## src/verilog/tpg_pkg.sv

```systemverilog
package tpg_pkg;

  // Register byte offsets on the APB side
  localparam logic [11:0] TPG_ADDR_CTRL  = 12'h000;
  localparam logic [11:0] TPG_ADDR_USER0 = 12'h004;
  localparam logic [11:0] TPG_ADDR_USER1 = 12'h008;
  localparam logic [11:0] TPG_ADDR_USER2 = 12'h00c;
  localparam logic [11:0] TPG_ADDR_USER3 = 12'h010;
  localparam logic [11:0] TPG_ADDR_RAMP  = 12'h014;
  localparam logic [11:0] TPG_ADDR_STAT  = 12'h018;
  localparam logic [11:0] TPG_ADDR_SRST  = 12'h01c;

  // Control field layout
  localparam int TPG_MODE_LSB  = 0;
  localparam int TPG_MODE_MSB  = 3;
  localparam int TPG_POINT_LSB = 4;
  localparam int TPG_POINT_MSB = 5;

  // Status field layout
  localparam int TPG_STAT_DONE_BIT = 16;
  localparam int TPG_STAT_ACT_BIT  = 17;

  // Reset values and soft reset key
  localparam logic [15:0] TPG_USER_RST = 16'h0000;
  localparam logic [15:0] TPG_RAMP_RST = 16'h0000;
  localparam logic [7:0]  TPG_SRST_KEY = 8'h81;

  // Pattern mode codes
  typedef enum logic [3:0] {
    TPG_MODE_OFF  = 4'b0000,
    TPG_MODE_CHK  = 4'b0001,
    TPG_MODE_TOG  = 4'b0010,
    TPG_MODE_LONG = 4'b0100,
    TPG_MODE_SHRT = 4'b0110,
    TPG_MODE_RAMP = 4'b1000,
    TPG_MODE_URPT = 4'b1110,
    TPG_MODE_USGL = 4'b1111
  } tpg_mode_e;

  // Insertion points
  typedef enum logic [1:0] {
    TPG_PT_SAMPLE = 2'b00,
    TPG_PT_SYMBOL = 2'b01,
    TPG_PT_OCTET  = 2'b10,
    TPG_PT_NONE   = 2'b11
  } tpg_point_e;

  // Fixed pattern words per width
  localparam logic [15:0] TPG_CHK16_A = 16'h5555;
  localparam logic [15:0] TPG_CHK16_B = 16'haaaa;
  localparam logic [15:0] TPG_ONE16   = 16'hffff;
  localparam logic [9:0]  TPG_CHK10_A = 10'h155;
  localparam logic [9:0]  TPG_CHK10_B = 10'h2aa;
  localparam logic [9:0]  TPG_ONE10   = 10'h3ff;
  localparam logic [7:0]  TPG_CHK8_A  = 8'h55;
  localparam logic [7:0]  TPG_CHK8_B  = 8'haa;
  localparam logic [7:0]  TPG_ONE8    = 8'hff;

  // Pseudo-random generators: b[n+LEN] = b[n] ^ b[n+TAP]
  localparam int          TPG_SHORT_LEN  = 9;
  localparam int          TPG_SHORT_TAP  = 4;
  localparam logic [8:0]  TPG_SHORT_SEED = 9'h092;
  localparam int          TPG_LONG_LEN   = 23;
  localparam int          TPG_LONG_TAP   = 5;
  localparam logic [22:0] TPG_LONG_SEED  = 23'h003aff;

  // Bits consumed per element at each point
  localparam logic [4:0] TPG_STEP_SAMPLE = 5'd16;
  localparam logic [4:0] TPG_STEP_SYMBOL = 5'd10;
  localparam logic [4:0] TPG_STEP_OCTET  = 5'd8;

  // User single mode stops after the element with this count, the fourth
  localparam logic [15:0] TPG_USER_LAST = 16'd3;

endpackage : tpg_pkg

```

## src/verilog/tpg_lfsr.sv

```systemverilog
`timescale 1ns/100ps
module tpg_lfsr #(
  parameter int             LEN  = 9,
  parameter int             TAP  = 4,
  parameter logic [LEN-1:0] SEED = '0,
  parameter int             OUTW = 16
) (
  input  wire logic            i_clk,
  input  wire logic            i_rst,
  input  wire logic            i_restart,
  input  wire logic            i_advance,
  input  wire logic [4:0]      i_step,
  output logic      [OUTW-1:0] o_bits
);

  logic [LEN-1:0]      state_reg;
  logic [LEN-1:0]      state_next;
  logic [LEN+OUTW-1:0] ext;

  // Unroll the bit stream OUTW bits ahead; state[0] is the oldest bit
  always_comb begin
    ext        = '0;
    state_next = state_reg;
    for (int i = 0; i < LEN; i++) begin
      ext[i] = state_reg[i];
    end
    for (int i = LEN; i < LEN + OUTW; i++) begin
      ext[i] = ext[i-LEN] ^ ext[i-LEN+TAP];
    end
    for (int k = 0; k < OUTW; k++) begin
      o_bits[OUTW-1-k] = ext[k]; // Oldest bit lands in the MSB
    end
    if (i_restart) begin
      state_next = SEED;
    end else if (i_advance) begin
      for (int i = 0; i < LEN; i++) begin
        state_next[i] = ext[int'(i_step) + i];
      end
    end
  end

  // State register
  always_ff @(posedge i_clk) begin
    if (i_rst) begin
      state_reg <= SEED;
    end else begin
      state_reg <= state_next;
    end
  end

endmodule : tpg_lfsr

```

## src/verilog/tpg_gen.sv

```systemverilog
`timescale 1ns/100ps
// Function
// Select 01 injects 10-bit symbols
// Select 10 injects 8-bit octets
// Select 00 injects 16-bit frame samples
// Sample ramp is start plus frame number
// Symbol ramp steps by one, 10-bit wrap
// Octet ramp steps by one, 8-bit wrap
// Sample checkerboard and toggle alternate per frame
// Symbol checkerboard 155/2AA, toggle 000/3FF
// Octet checkerboard 55/AA, toggle 00/FF
// Sample short PRBS gives listed frame words
// Sample long PRBS gives listed frame words
// Symbol PRBS sequences start as listed
// Octet PRBS sequences start as listed
// User repeat cycles four words forever
// User single sends four words, then zero
// Symbols take user bits 15 to 6
// Octets take user bits 15 to 9
// Host soft reset returns to normal
// Four-bit code selects the pattern
// Sequences restart on mode or point change
module tpg_gen
  import tpg_pkg::*;
#(
  parameter int AW = 12
) (
  input  wire logic          I_CLK,
  input  wire logic          I_RST,
  input  wire logic          I_PSEL,
  input  wire logic          I_PENABLE,
  input  wire logic          I_PWRITE,
  input  wire logic [AW-1:0] I_PADDR,
  input  wire logic [31:0]   I_PWDATA,
  output logic      [31:0]   O_PRDATA,
  output logic               O_PREADY,
  output logic               O_PSLVERR,
  input  wire logic [15:0]   I_SAMP_C0S0,
  input  wire logic [15:0]   I_SAMP_C0S1,
  input  wire logic [15:0]   I_SAMP_C1S0,
  input  wire logic [15:0]   I_SAMP_C1S1,
  input  wire logic          I_SAMP_VALID,
  input  wire logic [9:0]    I_SYM,
  input  wire logic          I_SYM_VALID,
  input  wire logic [7:0]    I_OCT,
  input  wire logic          I_OCT_VALID,
  output logic      [15:0]   O_SAMP_C0S0,
  output logic      [15:0]   O_SAMP_C0S1,
  output logic      [15:0]   O_SAMP_C1S0,
  output logic      [15:0]   O_SAMP_C1S1,
  output logic               O_SAMP_VALID,
  output logic      [9:0]    O_SYM,
  output logic               O_SYM_VALID,
  output logic      [7:0]    O_OCT,
  output logic               O_OCT_VALID
);

  // Configuration state
  tpg_mode_e   mode_reg;
  tpg_mode_e   mode_next;
  tpg_point_e  point_reg;
  tpg_point_e  point_next;
  logic [15:0] user_reg [4];
  logic [15:0] user_next [4];
  logic [15:0] ramp_reg;
  logic [15:0] ramp_next;
  logic        restart_reg;
  logic        restart_next;
  logic        srst_reg;
  logic        srst_next;

  // APB answer state
  logic [31:0] prdata_reg;
  logic [31:0] prdata_next;
  logic        pready_reg;
  logic        pready_next;
  logic        pslverr_reg;
  logic        pslverr_next;

  // Sequence state
  logic [15:0] cnt_reg;
  logic [15:0] cnt_next;
  logic        done_reg;
  logic        done_next;

  // Output state
  logic [15:0] samp_reg [4];
  logic [15:0] samp_next [4];
  logic        samp_valid_reg;
  logic [9:0]  sym_reg;
  logic [9:0]  sym_next;
  logic        sym_valid_reg;
  logic [7:0]  oct_reg;
  logic [7:0]  oct_next;
  logic        oct_valid_reg;

  logic        wr_en;
  logic        setup;
  logic        mapped;
  logic        active;
  logic        advance;
  logic        restart;
  logic [4:0]  step;
  logic [15:0] short_bits;
  logic [15:0] long_bits;
  logic [15:0] user_cur;
  logic [15:0] patt16;
  logic [9:0]  patt10;
  logic [7:0]  patt8;
  logic [3:0]  wr_mode;
  logic [1:0]  wr_point;

  assign setup    = I_PSEL && !I_PENABLE;
  assign wr_en    = I_PSEL && I_PENABLE && pready_reg && I_PWRITE;
  assign wr_mode  = I_PWDATA[TPG_MODE_MSB:TPG_MODE_LSB];
  assign wr_point = I_PWDATA[TPG_POINT_MSB:TPG_POINT_LSB];

  // Address decode for the error answer; read data decodes on its own
  always_comb begin
    mapped = 1'b1;
    unique case (I_PADDR[11:0])
      TPG_ADDR_CTRL, TPG_ADDR_USER0, TPG_ADDR_USER1, TPG_ADDR_USER2,
      TPG_ADDR_USER3, TPG_ADDR_RAMP, TPG_ADDR_STAT, TPG_ADDR_SRST: mapped = 1'b1;
      default: mapped = 1'b0;
    endcase
  end

  // Zero-wait slave: answer is prepared in setup, shown in access
  always_comb begin
    pready_next  = setup;
    pslverr_next = setup && !mapped;
    prdata_next  = 32'h0000_0000;
    if (setup && !I_PWRITE) begin
      unique case (I_PADDR[11:0])
        TPG_ADDR_CTRL:  prdata_next = {26'h0, 2'(point_reg), 4'(mode_reg)};
        TPG_ADDR_USER0: prdata_next = {16'h0, user_reg[0]};
        TPG_ADDR_USER1: prdata_next = {16'h0, user_reg[1]};
        TPG_ADDR_USER2: prdata_next = {16'h0, user_reg[2]};
        TPG_ADDR_USER3: prdata_next = {16'h0, user_reg[3]};
        TPG_ADDR_RAMP:  prdata_next = {16'h0, ramp_reg};
        TPG_ADDR_STAT: begin
          prdata_next                    = {16'h0, cnt_reg};
          prdata_next[TPG_STAT_DONE_BIT] = done_reg;
          prdata_next[TPG_STAT_ACT_BIT]  = active;
        end
        default: prdata_next = 32'h0000_0000; // Soft reset reads as zero
      endcase
    end
  end

  // Register writes; returning to mode off needs the soft reset
  always_comb begin
    mode_next    = mode_reg;
    point_next   = point_reg;
    user_next    = user_reg;
    ramp_next    = ramp_reg;
    restart_next = 1'b0;
    srst_next    = 1'b0;
    if (wr_en) begin
      unique case (I_PADDR[11:0])
        TPG_ADDR_CTRL: begin
          if (wr_mode != 4'(TPG_MODE_OFF) || mode_reg == TPG_MODE_OFF) begin
            mode_next = tpg_mode_e'(wr_mode);
          end
          point_next   = tpg_point_e'(wr_point);
          restart_next = (mode_next != mode_reg) || (point_next != point_reg);
        end
        TPG_ADDR_USER0: user_next[0] = I_PWDATA[15:0];
        TPG_ADDR_USER1: user_next[1] = I_PWDATA[15:0];
        TPG_ADDR_USER2: user_next[2] = I_PWDATA[15:0];
        TPG_ADDR_USER3: user_next[3] = I_PWDATA[15:0];
        TPG_ADDR_RAMP: begin
          ramp_next    = I_PWDATA[15:0];
          restart_next = 1'b1;
        end
        TPG_ADDR_SRST:  srst_next = (I_PWDATA[7:0] == TPG_SRST_KEY);
        default: srst_next = 1'b0;
      endcase
    end
  end

  // Configuration registers; soft reset self-clears after one cycle
  always_ff @(posedge I_CLK) begin
    if (I_RST || srst_reg) begin
      mode_reg    <= TPG_MODE_OFF;
      point_reg   <= TPG_PT_SAMPLE;
      user_reg    <= '{default: TPG_USER_RST};
      ramp_reg    <= TPG_RAMP_RST;
      restart_reg <= 1'b1;
      srst_reg    <= 1'b0;
    end else begin
      mode_reg    <= mode_next;
      point_reg   <= point_next;
      user_reg    <= user_next;
      ramp_reg    <= ramp_next;
      restart_reg <= restart_next;
      srst_reg    <= srst_next;
    end
  end

  // APB answer registers stay alive across the soft reset
  always_ff @(posedge I_CLK) begin
    if (I_RST) begin
      prdata_reg  <= 32'h0000_0000;
      pready_reg  <= 1'b0;
      pslverr_reg <= 1'b0;
    end else begin
      prdata_reg  <= prdata_next;
      pready_reg  <= pready_next;
      pslverr_reg <= pslverr_next;
    end
  end

  // Unsupported codes fall back to pass-through
  always_comb begin
    unique case (mode_reg)
      TPG_MODE_CHK, TPG_MODE_TOG, TPG_MODE_LONG, TPG_MODE_SHRT,
      TPG_MODE_RAMP, TPG_MODE_URPT, TPG_MODE_USGL: active = (point_reg != TPG_PT_NONE);
      default: active = 1'b0;
    endcase
  end

  // Element strobe of the selected point drives the sequence
  always_comb begin
    unique case (point_reg)
      TPG_PT_SAMPLE: begin
        advance = active && I_SAMP_VALID;
        step    = TPG_STEP_SAMPLE;
      end
      TPG_PT_SYMBOL: begin
        advance = active && I_SYM_VALID;
        step    = TPG_STEP_SYMBOL;
      end
      TPG_PT_OCTET: begin
        advance = active && I_OCT_VALID;
        step    = TPG_STEP_OCTET;
      end
      default: begin
        advance = 1'b0;
        step    = TPG_STEP_OCTET;
      end
    endcase
  end

  assign restart = restart_reg || srst_reg;

  // One bit stream serves all widths, so 16, 10 and 8 bit views agree
  tpg_lfsr #(
    .LEN  (TPG_SHORT_LEN),
    .TAP  (TPG_SHORT_TAP),
    .SEED (TPG_SHORT_SEED),
    .OUTW (16)
  ) u_short (
    .i_clk     (I_CLK),
    .i_rst     (I_RST),
    .i_restart (restart),
    .i_advance (advance && mode_reg == TPG_MODE_SHRT),
    .i_step    (step),
    .o_bits    (short_bits)
  );

  tpg_lfsr #(
    .LEN  (TPG_LONG_LEN),
    .TAP  (TPG_LONG_TAP),
    .SEED (TPG_LONG_SEED),
    .OUTW (16)
  ) u_long (
    .i_clk     (I_CLK),
    .i_rst     (I_RST),
    .i_restart (restart),
    .i_advance (advance && mode_reg == TPG_MODE_LONG),
    .i_step    (step),
    .o_bits    (long_bits)
  );

  // Element counter and single-shot flag
  always_comb begin
    cnt_next  = cnt_reg;
    done_next = done_reg;
    if (restart) begin
      cnt_next  = 16'h0000;
      done_next = 1'b0;
    end else if (advance) begin
      cnt_next = cnt_reg + 16'h0001;
      if (cnt_reg[15:0] == TPG_USER_LAST || cnt_reg[1:0] == 2'(TPG_USER_LAST)) begin
        done_next = done_reg || (cnt_reg[1:0] == 2'(TPG_USER_LAST));
      end
    end
  end

  always_ff @(posedge I_CLK) begin
    if (I_RST) begin
      cnt_reg  <= 16'h0000;
      done_reg <= 1'b0;
    end else begin
      cnt_reg  <= cnt_next;
      done_reg <= done_next;
    end
  end

  assign user_cur = user_reg[cnt_reg[1:0]];

  // Pattern words for the current element at each width
  always_comb begin
    patt16 = 16'h0000;
    patt10 = 10'h000;
    patt8  = 8'h00;
    unique case (mode_reg)
      TPG_MODE_CHK: begin
        patt16 = cnt_reg[0] ? TPG_CHK16_B : TPG_CHK16_A;
        patt10 = cnt_reg[0] ? TPG_CHK10_B : TPG_CHK10_A;
        patt8  = cnt_reg[0] ? TPG_CHK8_B : TPG_CHK8_A;
      end
      TPG_MODE_TOG: begin
        patt16 = cnt_reg[0] ? TPG_ONE16 : 16'h0000;
        patt10 = cnt_reg[0] ? TPG_ONE10 : 10'h000;
        patt8  = cnt_reg[0] ? TPG_ONE8 : 8'h00;
      end
      TPG_MODE_SHRT: begin
        patt16 = short_bits;
        patt10 = short_bits[15:6];
        patt8  = short_bits[15:8];
      end
      TPG_MODE_LONG: begin
        patt16 = long_bits;
        patt10 = long_bits[15:6];
        patt8  = long_bits[15:8];
      end
      TPG_MODE_RAMP: begin
        patt16 = ramp_reg + cnt_reg;
        patt10 = ramp_reg[9:0] + cnt_reg[9:0];
        patt8  = ramp_reg[7:0] + cnt_reg[7:0];
      end
      TPG_MODE_URPT, TPG_MODE_USGL: begin
        if (mode_reg == TPG_MODE_USGL && done_reg) begin
          patt16 = 16'h0000;
          patt10 = 10'h000;
          patt8  = 8'h00;
        end else begin
          patt16 = user_cur;
          patt10 = user_cur[15:6];
          patt8  = {1'b0, user_cur[15:9]};
        end
      end
      default: patt16 = 16'h0000;
    endcase
  end

  // Substitute only at the selected point; others pass live data
  always_comb begin
    samp_next[0] = I_SAMP_C0S0;
    samp_next[1] = I_SAMP_C0S1;
    samp_next[2] = I_SAMP_C1S0;
    samp_next[3] = I_SAMP_C1S1;
    sym_next     = I_SYM;
    oct_next     = I_OCT;
    if (active && point_reg == TPG_PT_SAMPLE) begin
      samp_next = '{default: patt16};
    end
    if (active && point_reg == TPG_PT_SYMBOL) begin
      sym_next = patt10;
    end
    if (active && point_reg == TPG_PT_OCTET) begin
      oct_next = patt8;
    end
  end

  // Output registers, one cycle of latency on every path
  always_ff @(posedge I_CLK) begin
    if (I_RST) begin
      samp_reg       <= '{default: 16'h0000};
      samp_valid_reg <= 1'b0;
      sym_reg        <= 10'h000;
      sym_valid_reg  <= 1'b0;
      oct_reg        <= 8'h00;
      oct_valid_reg  <= 1'b0;
    end else begin
      samp_reg       <= samp_next;
      samp_valid_reg <= I_SAMP_VALID;
      sym_reg        <= sym_next;
      sym_valid_reg  <= I_SYM_VALID;
      oct_reg        <= oct_next;
      oct_valid_reg  <= I_OCT_VALID;
    end
  end

  assign O_PRDATA     = prdata_reg;
  assign O_PREADY     = pready_reg;
  assign O_PSLVERR    = pslverr_reg;
  assign O_SAMP_C0S0  = samp_reg[0];
  assign O_SAMP_C0S1  = samp_reg[1];
  assign O_SAMP_C1S0  = samp_reg[2];
  assign O_SAMP_C1S1  = samp_reg[3];
  assign O_SAMP_VALID = samp_valid_reg;
  assign O_SYM        = sym_reg;
  assign O_SYM_VALID  = sym_valid_reg;
  assign O_OCT        = oct_reg;
  assign O_OCT_VALID  = oct_valid_reg;

endmodule : tpg_gen

```

## config.mk

```make
export PLATFORM = sky130hd
export DESIGN_NAME = tpg_gen
export DESIGN_NICKNAME = d
export VERILOG_FILES = /design/src/verilog/tpg_pkg.sv /design/src/verilog/tpg_lfsr.sv /design/src/verilog/tpg_gen.sv
export SDC_FILE = /design/constraint.sdc
export NUM_CORES = 1
export LEC_CHECK = 0
export ABC_CLOCK_PERIOD_IN_PS = 3150
export BUFFER_PORTS_ARGS = -buffer_cell sky130_fd_sc_hd__buf_2
export CORE_ASPECT_RATIO = 0.6
export CORE_MARGIN = 3
export CORE_UTILIZATION = 45
export CTS_CLUSTER_DIAMETER = 50
export CTS_CLUSTER_SIZE = 25
export DETAILED_ROUTE_END_ITERATION = 16
export GPL_TIMING_DRIVEN = 1
export HOLD_SLACK_MARGIN = 0.08
export PLACE_DENSITY = 0.67
export SETUP_SLACK_MARGIN = 0.5
export SLEW_MARGIN = 5
export SYNTH_ARGS = -nofsm -noshare
export SYNTH_HDL_FRONTEND = slang
export SYNTH_SLANG_ARGS = --single-unit
```

## constraint.sdc

```tcl
create_clock -name I_CLK -period 3.15 [get_ports I_CLK]
set_clock_uncertainty 0.15 [all_clocks]
set_input_delay 0.63 -clock I_CLK [delete_from_list [all_inputs] [get_ports I_CLK]]
set_output_delay 0.63 -clock I_CLK [all_outputs]
set_load 0.02 [all_outputs]
```

==> run metrics, run 1 <==
status=complete, no violations; CP Launch Point=ramp_reg[0]; Place WS=~0.12 ns; # IOs=around 250; vias in the first global route=around 11000; CTS tree=done; Clk Latency, worst-skew pair=0.54 ns; first-pass GRT wire length=around 68000 µm; Die W=between 200 and 250 µm; HPWL Detailed=34090 µm; Min Hold Slack=between 0.1 and 0.15 ns; Routability Congestion=around 0.95; DR vias/cell=around 5.9; Reg clk slew, reported paths=0.10 ns; P_sw=1.598 mW; reg-to-reg setup timing slack=between 0.5 and 0.6 ns; sequential area share after synthesis=38.63%; # clock sinks=242; clock root cell=clkbuf_16; placed instance area=around 0.014 mm²; port bufs=222; Worst EP arrival=between 2 and 3 ns; Synth Warn #=0; FF+latch count, synth=242; Initial Utilization=46.56%; core box area=approximately 0.027 mm²; total power=approximately 6 mW; Rows=46; worst path required time=3.44 ns; Final Non-Filler Cells=2065; Int Pwr=4.494 mW; die area=around 0.03 mm²; Tmin final=2.599 ns; H-Tree Depth=1; Die Ht=135.3 µm; top cell type's share of synthesized area=38.63%; largest net degree at the start of global routing=87; Worst-Margin Slew=~0.93 ns; ANT nets after route=0; fin nets=~1800; sequential share of power=51.5%; Hold/Removal Path Class=in2reg; RSZ-0062 raised after global routing=yes; Final Core Density=between 50 and 60%; worst-path fanout max=4; dpl cells=~2000; CTS Buf Count=19; WS Path Type=reg2reg; maximum VDD drop=about 0.31 mV; Crit Reg-Reg Startpoint=ramp_reg[0]; TritonRoute pass-1 iters=8; GRT Util Overall=about 29%; Wirelength per Cell=21.59 µm; final WL=~45000 µm; Final Cycle Share=between 80% and 90%; DRC=0; Setup Total Neg Slack=0 ns; top-count cell post-synth=nand2_1; Setup crit start kind=flop; Final setup viols=0; crit path to=O_SAMP_C1S0[4]; PD cells=414.5 mW/mm²; syn avg cell area=around 8.3 µm²; Iteration-0 DRC Markers=1847; Via Count=between 10000 and 15000; fraction of registers with async set or reset after synthesis=0%; Max Cap Violations=0; reg2reg end=O_SAMP_C1S0[4]; Worst Reg2Reg Path Length in Cells=10; Final Hold Fails=0; max reg flops=64; worst rel slew slack=between 30% and 40%; largest cells by area after synthesis=dfxtp_1, nand2_1, a21oi_1; ys flop type=dfxtp_1; Switching Share=26.24%; Overflow after GRT=0; antenna violations before repair=5; synth unique cells=78; cell area after layout=roughly 0.015 mm²; Highest Clock Rate=between 0.3 and 0.4 GHz; share of cells above drive strength 1=a little under a quarter; cells after synthesis=approximately 1500; leakage=between 5 and 6 nW; Post-synth EDFFs=0; fin worst setup slack=~0.55 ns; synthesized area=roughly 0.013 mm²; Clk pwr share=around 42%; area added between synthesis and finish=17.17%; cell taking the most area after synthesis=dfxtp_1; Slew Limit Fails=0; Logic pwr share=approximately 7.0%; Post-synth top cells=nand2_1, dfxtp_1, a21oi_1, nor2_1, clkbuf_1; Clock Path Buffers=3; endpoint type of the worst setup path=flop
==> worst min path at each step <==
| stage | start | cells past startpoint | slack [ns] | to |
|---|---|---|---|---|
| CTS | I_SAMP_C0S0[14] | 3 | 0.11 | O_SAMP_C0S0[14] |
| global route | I_SAMP_C0S1[4] | 2 | 0.13 | O_SAMP_C0S1[4] |
| detailed placement | user_reg[55] | 2 | 0.31 | user_reg[55] |
| floorplan | user_reg[49] | 2 | 0.29 | user_reg[49] |
| global placement | user_reg[52] | 2 | 0.30 | user_reg[52] |
| finish | I_SAMP_C0S0[14] | 3 | 0.13 | O_SAMP_C0S0[14] |
==> kinds of logic (layout without fill, tap and decap cells) <==
group / Yosys count / in the layout / share of synthesized area, %
AND/OR/NAND/NOR: 588 / 588 / 21.26
AO/OA/AOI/OAI: 379 / 379 / 19.08
flip-flops: 242 / 242 / 38.63
buffers and inverters: 146 / 325 / 5.786
multiplexers: 72 / 72 / 8.520
XOR/XNOR: 60 / 60 / 4.340
adder cells (fa/ha/maj): 23 / 23 / 2.354
other: 1 / 16 / 0.02990
==> layout make-up <==
| type | count | area (µm²) |
|---|---|---|
| Clock buffer | 22 | 506.7 |
| Timing Repair Buffer | 276 | 1562 |
| Sequential cell | 242 | 4852 |
| Tap cell | 360 | 450.4 |
| Fill cell | 2452 | 12240 |
| Inverter | 16 | 61.31 |
| Antenna cell | 2 | 5.005 |
| Clock inverter | 11 | 132.6 |
| Multi-Input combinational cell | 1136 | 7126 |
==> power groups by stage <==
stage	Clock [mW]	Sequential, mW	Combinational (mW)
floorplan	0	3.28	0.156
global placement	0	3.21	0.416
detailed placement	0	3.21	0.420
CTS	2.57	3.14	0.423
global route	2.68	3.14	0.454
finish	2.53	3.14	0.426
==> cells in the final DEF (no fill, tap or decap), types with 4 or more instances in the layout <==
cell type,n
a31oi_1,4
dfxtp_2,6
and3_1,14
mux2i_1,28
conb_1,14
xnor2_1,25
a22oi_1,19
o21ai_0,52
o21a_1,32
nand2b_1,4
ha_1,20
and2_1,17
o211ai_1,9
a21oi_2,5
a21oi_1,163
xor2_1,34
clkbuf_16,19
mux2_2,18
mux4_2,26
nor2b_1,10
nor2_1,156
o22ai_1,7
a311oi_1,7
nand4_1,9
buf_2,222
nor3_1,41
a21o_1,6
or3_1,10
buf_4,49
a211oi_1,20
dfxtp_1,236
a222oi_1,17
nand3_1,23
nand2_1,267
inv_1,15
==> timing repair <==
item                       CTS  global route
pin swaps                    1             2
setup endpoints to repair   75            68
hold buffers                 0             0
gates cloned                 0             0
resized for setup           14            20
buffers inserted             1             2
==> worst max-delay path: stages, from the launching register on <==
cell and delay (ns):
dfxtp_2 0.41, ha_1 0.19, inv_1 0.06, fa_1 0.41, nor2b_1 0.18, o21a_1 0.15, o21a_1 0.12, nor3_2 0.05
nor3_1 0.48, a21oi_2 0.17, o21a_1 0.15
==> layer usage <==
layer	share of wire, %	GRT usage (%)	up-vias
met5	0.11	0	-
li1	-	-	5646
met2	40	40.39	800
met3	15	9.441	62
met1	44	42.84	5694
met4	1.7	5.467	8
(Power assumes the default switching activity.)
==> run 2, diff against run 1 <==
--- a/config.mk
+++ b/config.mk
@@ -5,7 +5,7 @@
 export SDC_FILE = /design/constraint.sdc
 export NUM_CORES = 1
 export LEC_CHECK = 0
-export ABC_CLOCK_PERIOD_IN_PS = 3150
+export ABC_CLOCK_PERIOD_IN_PS = 2400
 export BUFFER_PORTS_ARGS = -buffer_cell sky130_fd_sc_hd__buf_2
 export CORE_ASPECT_RATIO = 0.6
 export CORE_MARGIN = 3
==> constraint.sdc (replaced) <==
create_clock -name I_CLK -period 2.4 [get_ports I_CLK]
set_clock_uncertainty 0.15 [all_clocks]
set_input_delay 0.48 -clock I_CLK [delete_from_list [all_inputs] [get_ports I_CLK]]
set_output_delay 0.48 -clock I_CLK [all_outputs]
set_load 0.02 [all_outputs]
==> run 2 against run 1 <==
  * The run now ends with setup timing left
  * Clock power up 44%
  * Total power up 39%
  * Maximum frequency up 7.0%
  * Critical endpoint is now O_SAMP_C0S1[10]
  * Highest routed layer unchanged
==> run metrics, run 2 (synthesis results as in run 1) <==
# IOs=roughly 250; M1 WL=around 22000 µm; worst path required time=~2.7 ns; DRC=0; status=complete, but fails checks; Iteration-0 DRC Markers=between 1500 and 2000; first-pass GRT wire length=approximately 77000 µm; H-Tree Depth=1; Via Count=approximately 14000; maximum VDD drop=roughly 0.52 mV; most frequent cells in the layout=dfxtp_1, buf_2, nand2_1; Final Non-Filler Cells=between 2000 and 2500; Rows=46; delay of the slowest critical-path stage=~0.52 ns; final WL=approximately 54000 µm; largest net degree at the start of global routing=87; GRT Util Overall=between 30% and 40%; area added between synthesis and finish=51.32%; fin nets=approximately 2100; die area=roughly 0.03 mm²; ANT nets after route=0; failing checks=setup timing; Min Hold Slack=0.09331 ns; RSZ-0062 raised after global routing=yes; CP top delay family=simple AND/OR/NAND/NOR gates; endpoint type of the worst setup path=flop; Clock Path Buffers=3; WS Path Type=reg2reg; Worst-Margin Slew=between 1 and 1.5 ns; DR vias/cell=6.090; CTS tree=done; TritonRoute pass-1 iters=7; Hold/Removal Path Class=in2reg; port bufs=about 220; dpl cells=roughly 2100; Clk Latency, worst-skew pair=about 0.55 ns; Initial Utilization=a little under half; worst-path fanout max=7; Max Cap Violations=0; top layer in use=met5; Hold Path End=O_OCT[7]; DR WL met2=22420 µm; Setup Total Neg Slack=-0.02913 ns; Met3 Wirelength=slightly above 8000 µm; Buf/Inv on CP=0; max reg flops=64; # clock sinks=roughly 240; Worst Reg2Reg Path Length in Cells=7; Overflow after GRT=0; Setup crit start kind=flop; Slew Limit Fails=0; worst path cell trace=or4b_4, a21oi_4, or3_4, and2_4, a41oi_2, a211oi_4, nor2_1; reg-to-reg setup timing slack=-0.03 ns; Worst Hold Path Cells=3; hold_sp=I_OCT[7]; CTS Buf Count=21; clock root cell=clkbuf_16; worst rel slew slack=between 20% and 30%; Place WS=-0.1438 ns; Wirelength per Cell=approximately 24 µm; slowest CP cell=or4b_4; fin worst setup slack=-0.02913 ns; Routability Congestion=0.9794; reg2reg end=O_SAMP_C0S1[10]; antenna violations before repair=5; Crit Reg-Reg Startpoint=mode_reg[3]; core box area=between 0.02 and 0.03 mm²; Final setup viols=1; Die Ht=~140 µm; commonest non-fill, non-tap cell in the layout=dfxtp_1; Worst EP arrival=about 2.7 ns; Final Hold Fails=0; Reg clk slew, reported paths=about 0.090 ns; HPWL Detailed=35050 µm; leakage=approximately 7.6 nW; Final Cycle Share=101.2%; vias in the first global route=approximately 13000; Die W=approximately 220 µm; Tmin final=2.429 ns; Highest Clock Rate=0.4117 GHz; PD cells=between 400 and 500 mW/mm²; share of cells above drive strength 1=a little over two fifths
[run 2: cell count changes in the layout (fill, tap and decap cells not counted), sizes merged]
cell	previous run	this run
bufinv	0	1
and2	18	22
clkbuf	22	31
dlygate4sd3	0	75
buf	276	426
nand2	270	273
clkinv	6	5
diode	2	1
bufbuf	0	1
inv	21	24
[run 2: layout make-up]
| class | count | area (µm²) |
|---|---|---|
| multi-input combinational | 1143 | 8730 |
| clock inverter | 14 | 183.9 |
| inverter | 16 | 70.07 |
| timing repair buffer | 511 | 4124 |
| sequential | 242 | 4878 |
| clock buffer | 22 | 539.3 |
| tap | 360 | 450.4 |
| fill | 1920 | 7958 |
| antenna | 1 | 2.502 |
[run 2: worst max path at each step]
stage	from	endpoint	slack (ns)	cells past startpoint
2_1_floorplan	I_PADDR[8]	user_reg[54]	0.06	8
3_3_place_gp	ramp_reg[0]	O_OCT[4]	-0.1	11
3_5_place_dp	ramp_reg[0]	O_SAMP_C0S1[6]	-0.14	11
4_1_cts	ramp_reg[0]	O_SAMP_C1S1[6]	0.05	11
5_1_grt	mode_reg[3]	O_SAMP_C0S1[10]	-0.08	7
6_report	mode_reg[3]	O_SAMP_C0S1[10]	-0.03	7
[run 2: repair_timing]
action	4_1_cts	5_1_grt
setup endpoints to repair	133	200
endpoints found under the hold margin	93	0
buffers inserted	37	32
gates resized for setup	126	212
hold buffers	75	0
pin swaps	53	84
gates cloned	7	10
[run 2: worst min-delay path, delay by kind of cell]
kind,cells,cell delay (ns)
AOI/OAI and AO/OA,1,0.05
and+or+nand+nor,1,0.09
buffers and inverters,1,0.12
[run 2: where the power goes]
group          switching (mW)  internal (mW)  total, mW
Sequential             0.0267           4.08       4.11
Combinational           0.433          0.309      0.742
Clock                    1.80           1.85       3.64
[run 2: layer usage]
metal	vias up	track usage, %
met5	-	0
met4	8	7.881
met3	170	9.333
met2	1076	47.50
met1	6650	47.77
li1	6157	-
[run 2: stage by stage]
stage	utilization [%]	cell area [µm²]	power [mW]
2_1_floorplan	-	13390	4.519
3_3_place_gp	56.38	15190	4.787
3_5_place_dp	56.38	15190	4.793
4_1_cts	65.26	17580	8.469
5_1_grt	70.46	18980	8.715
6_report	70.46	18980	8.496
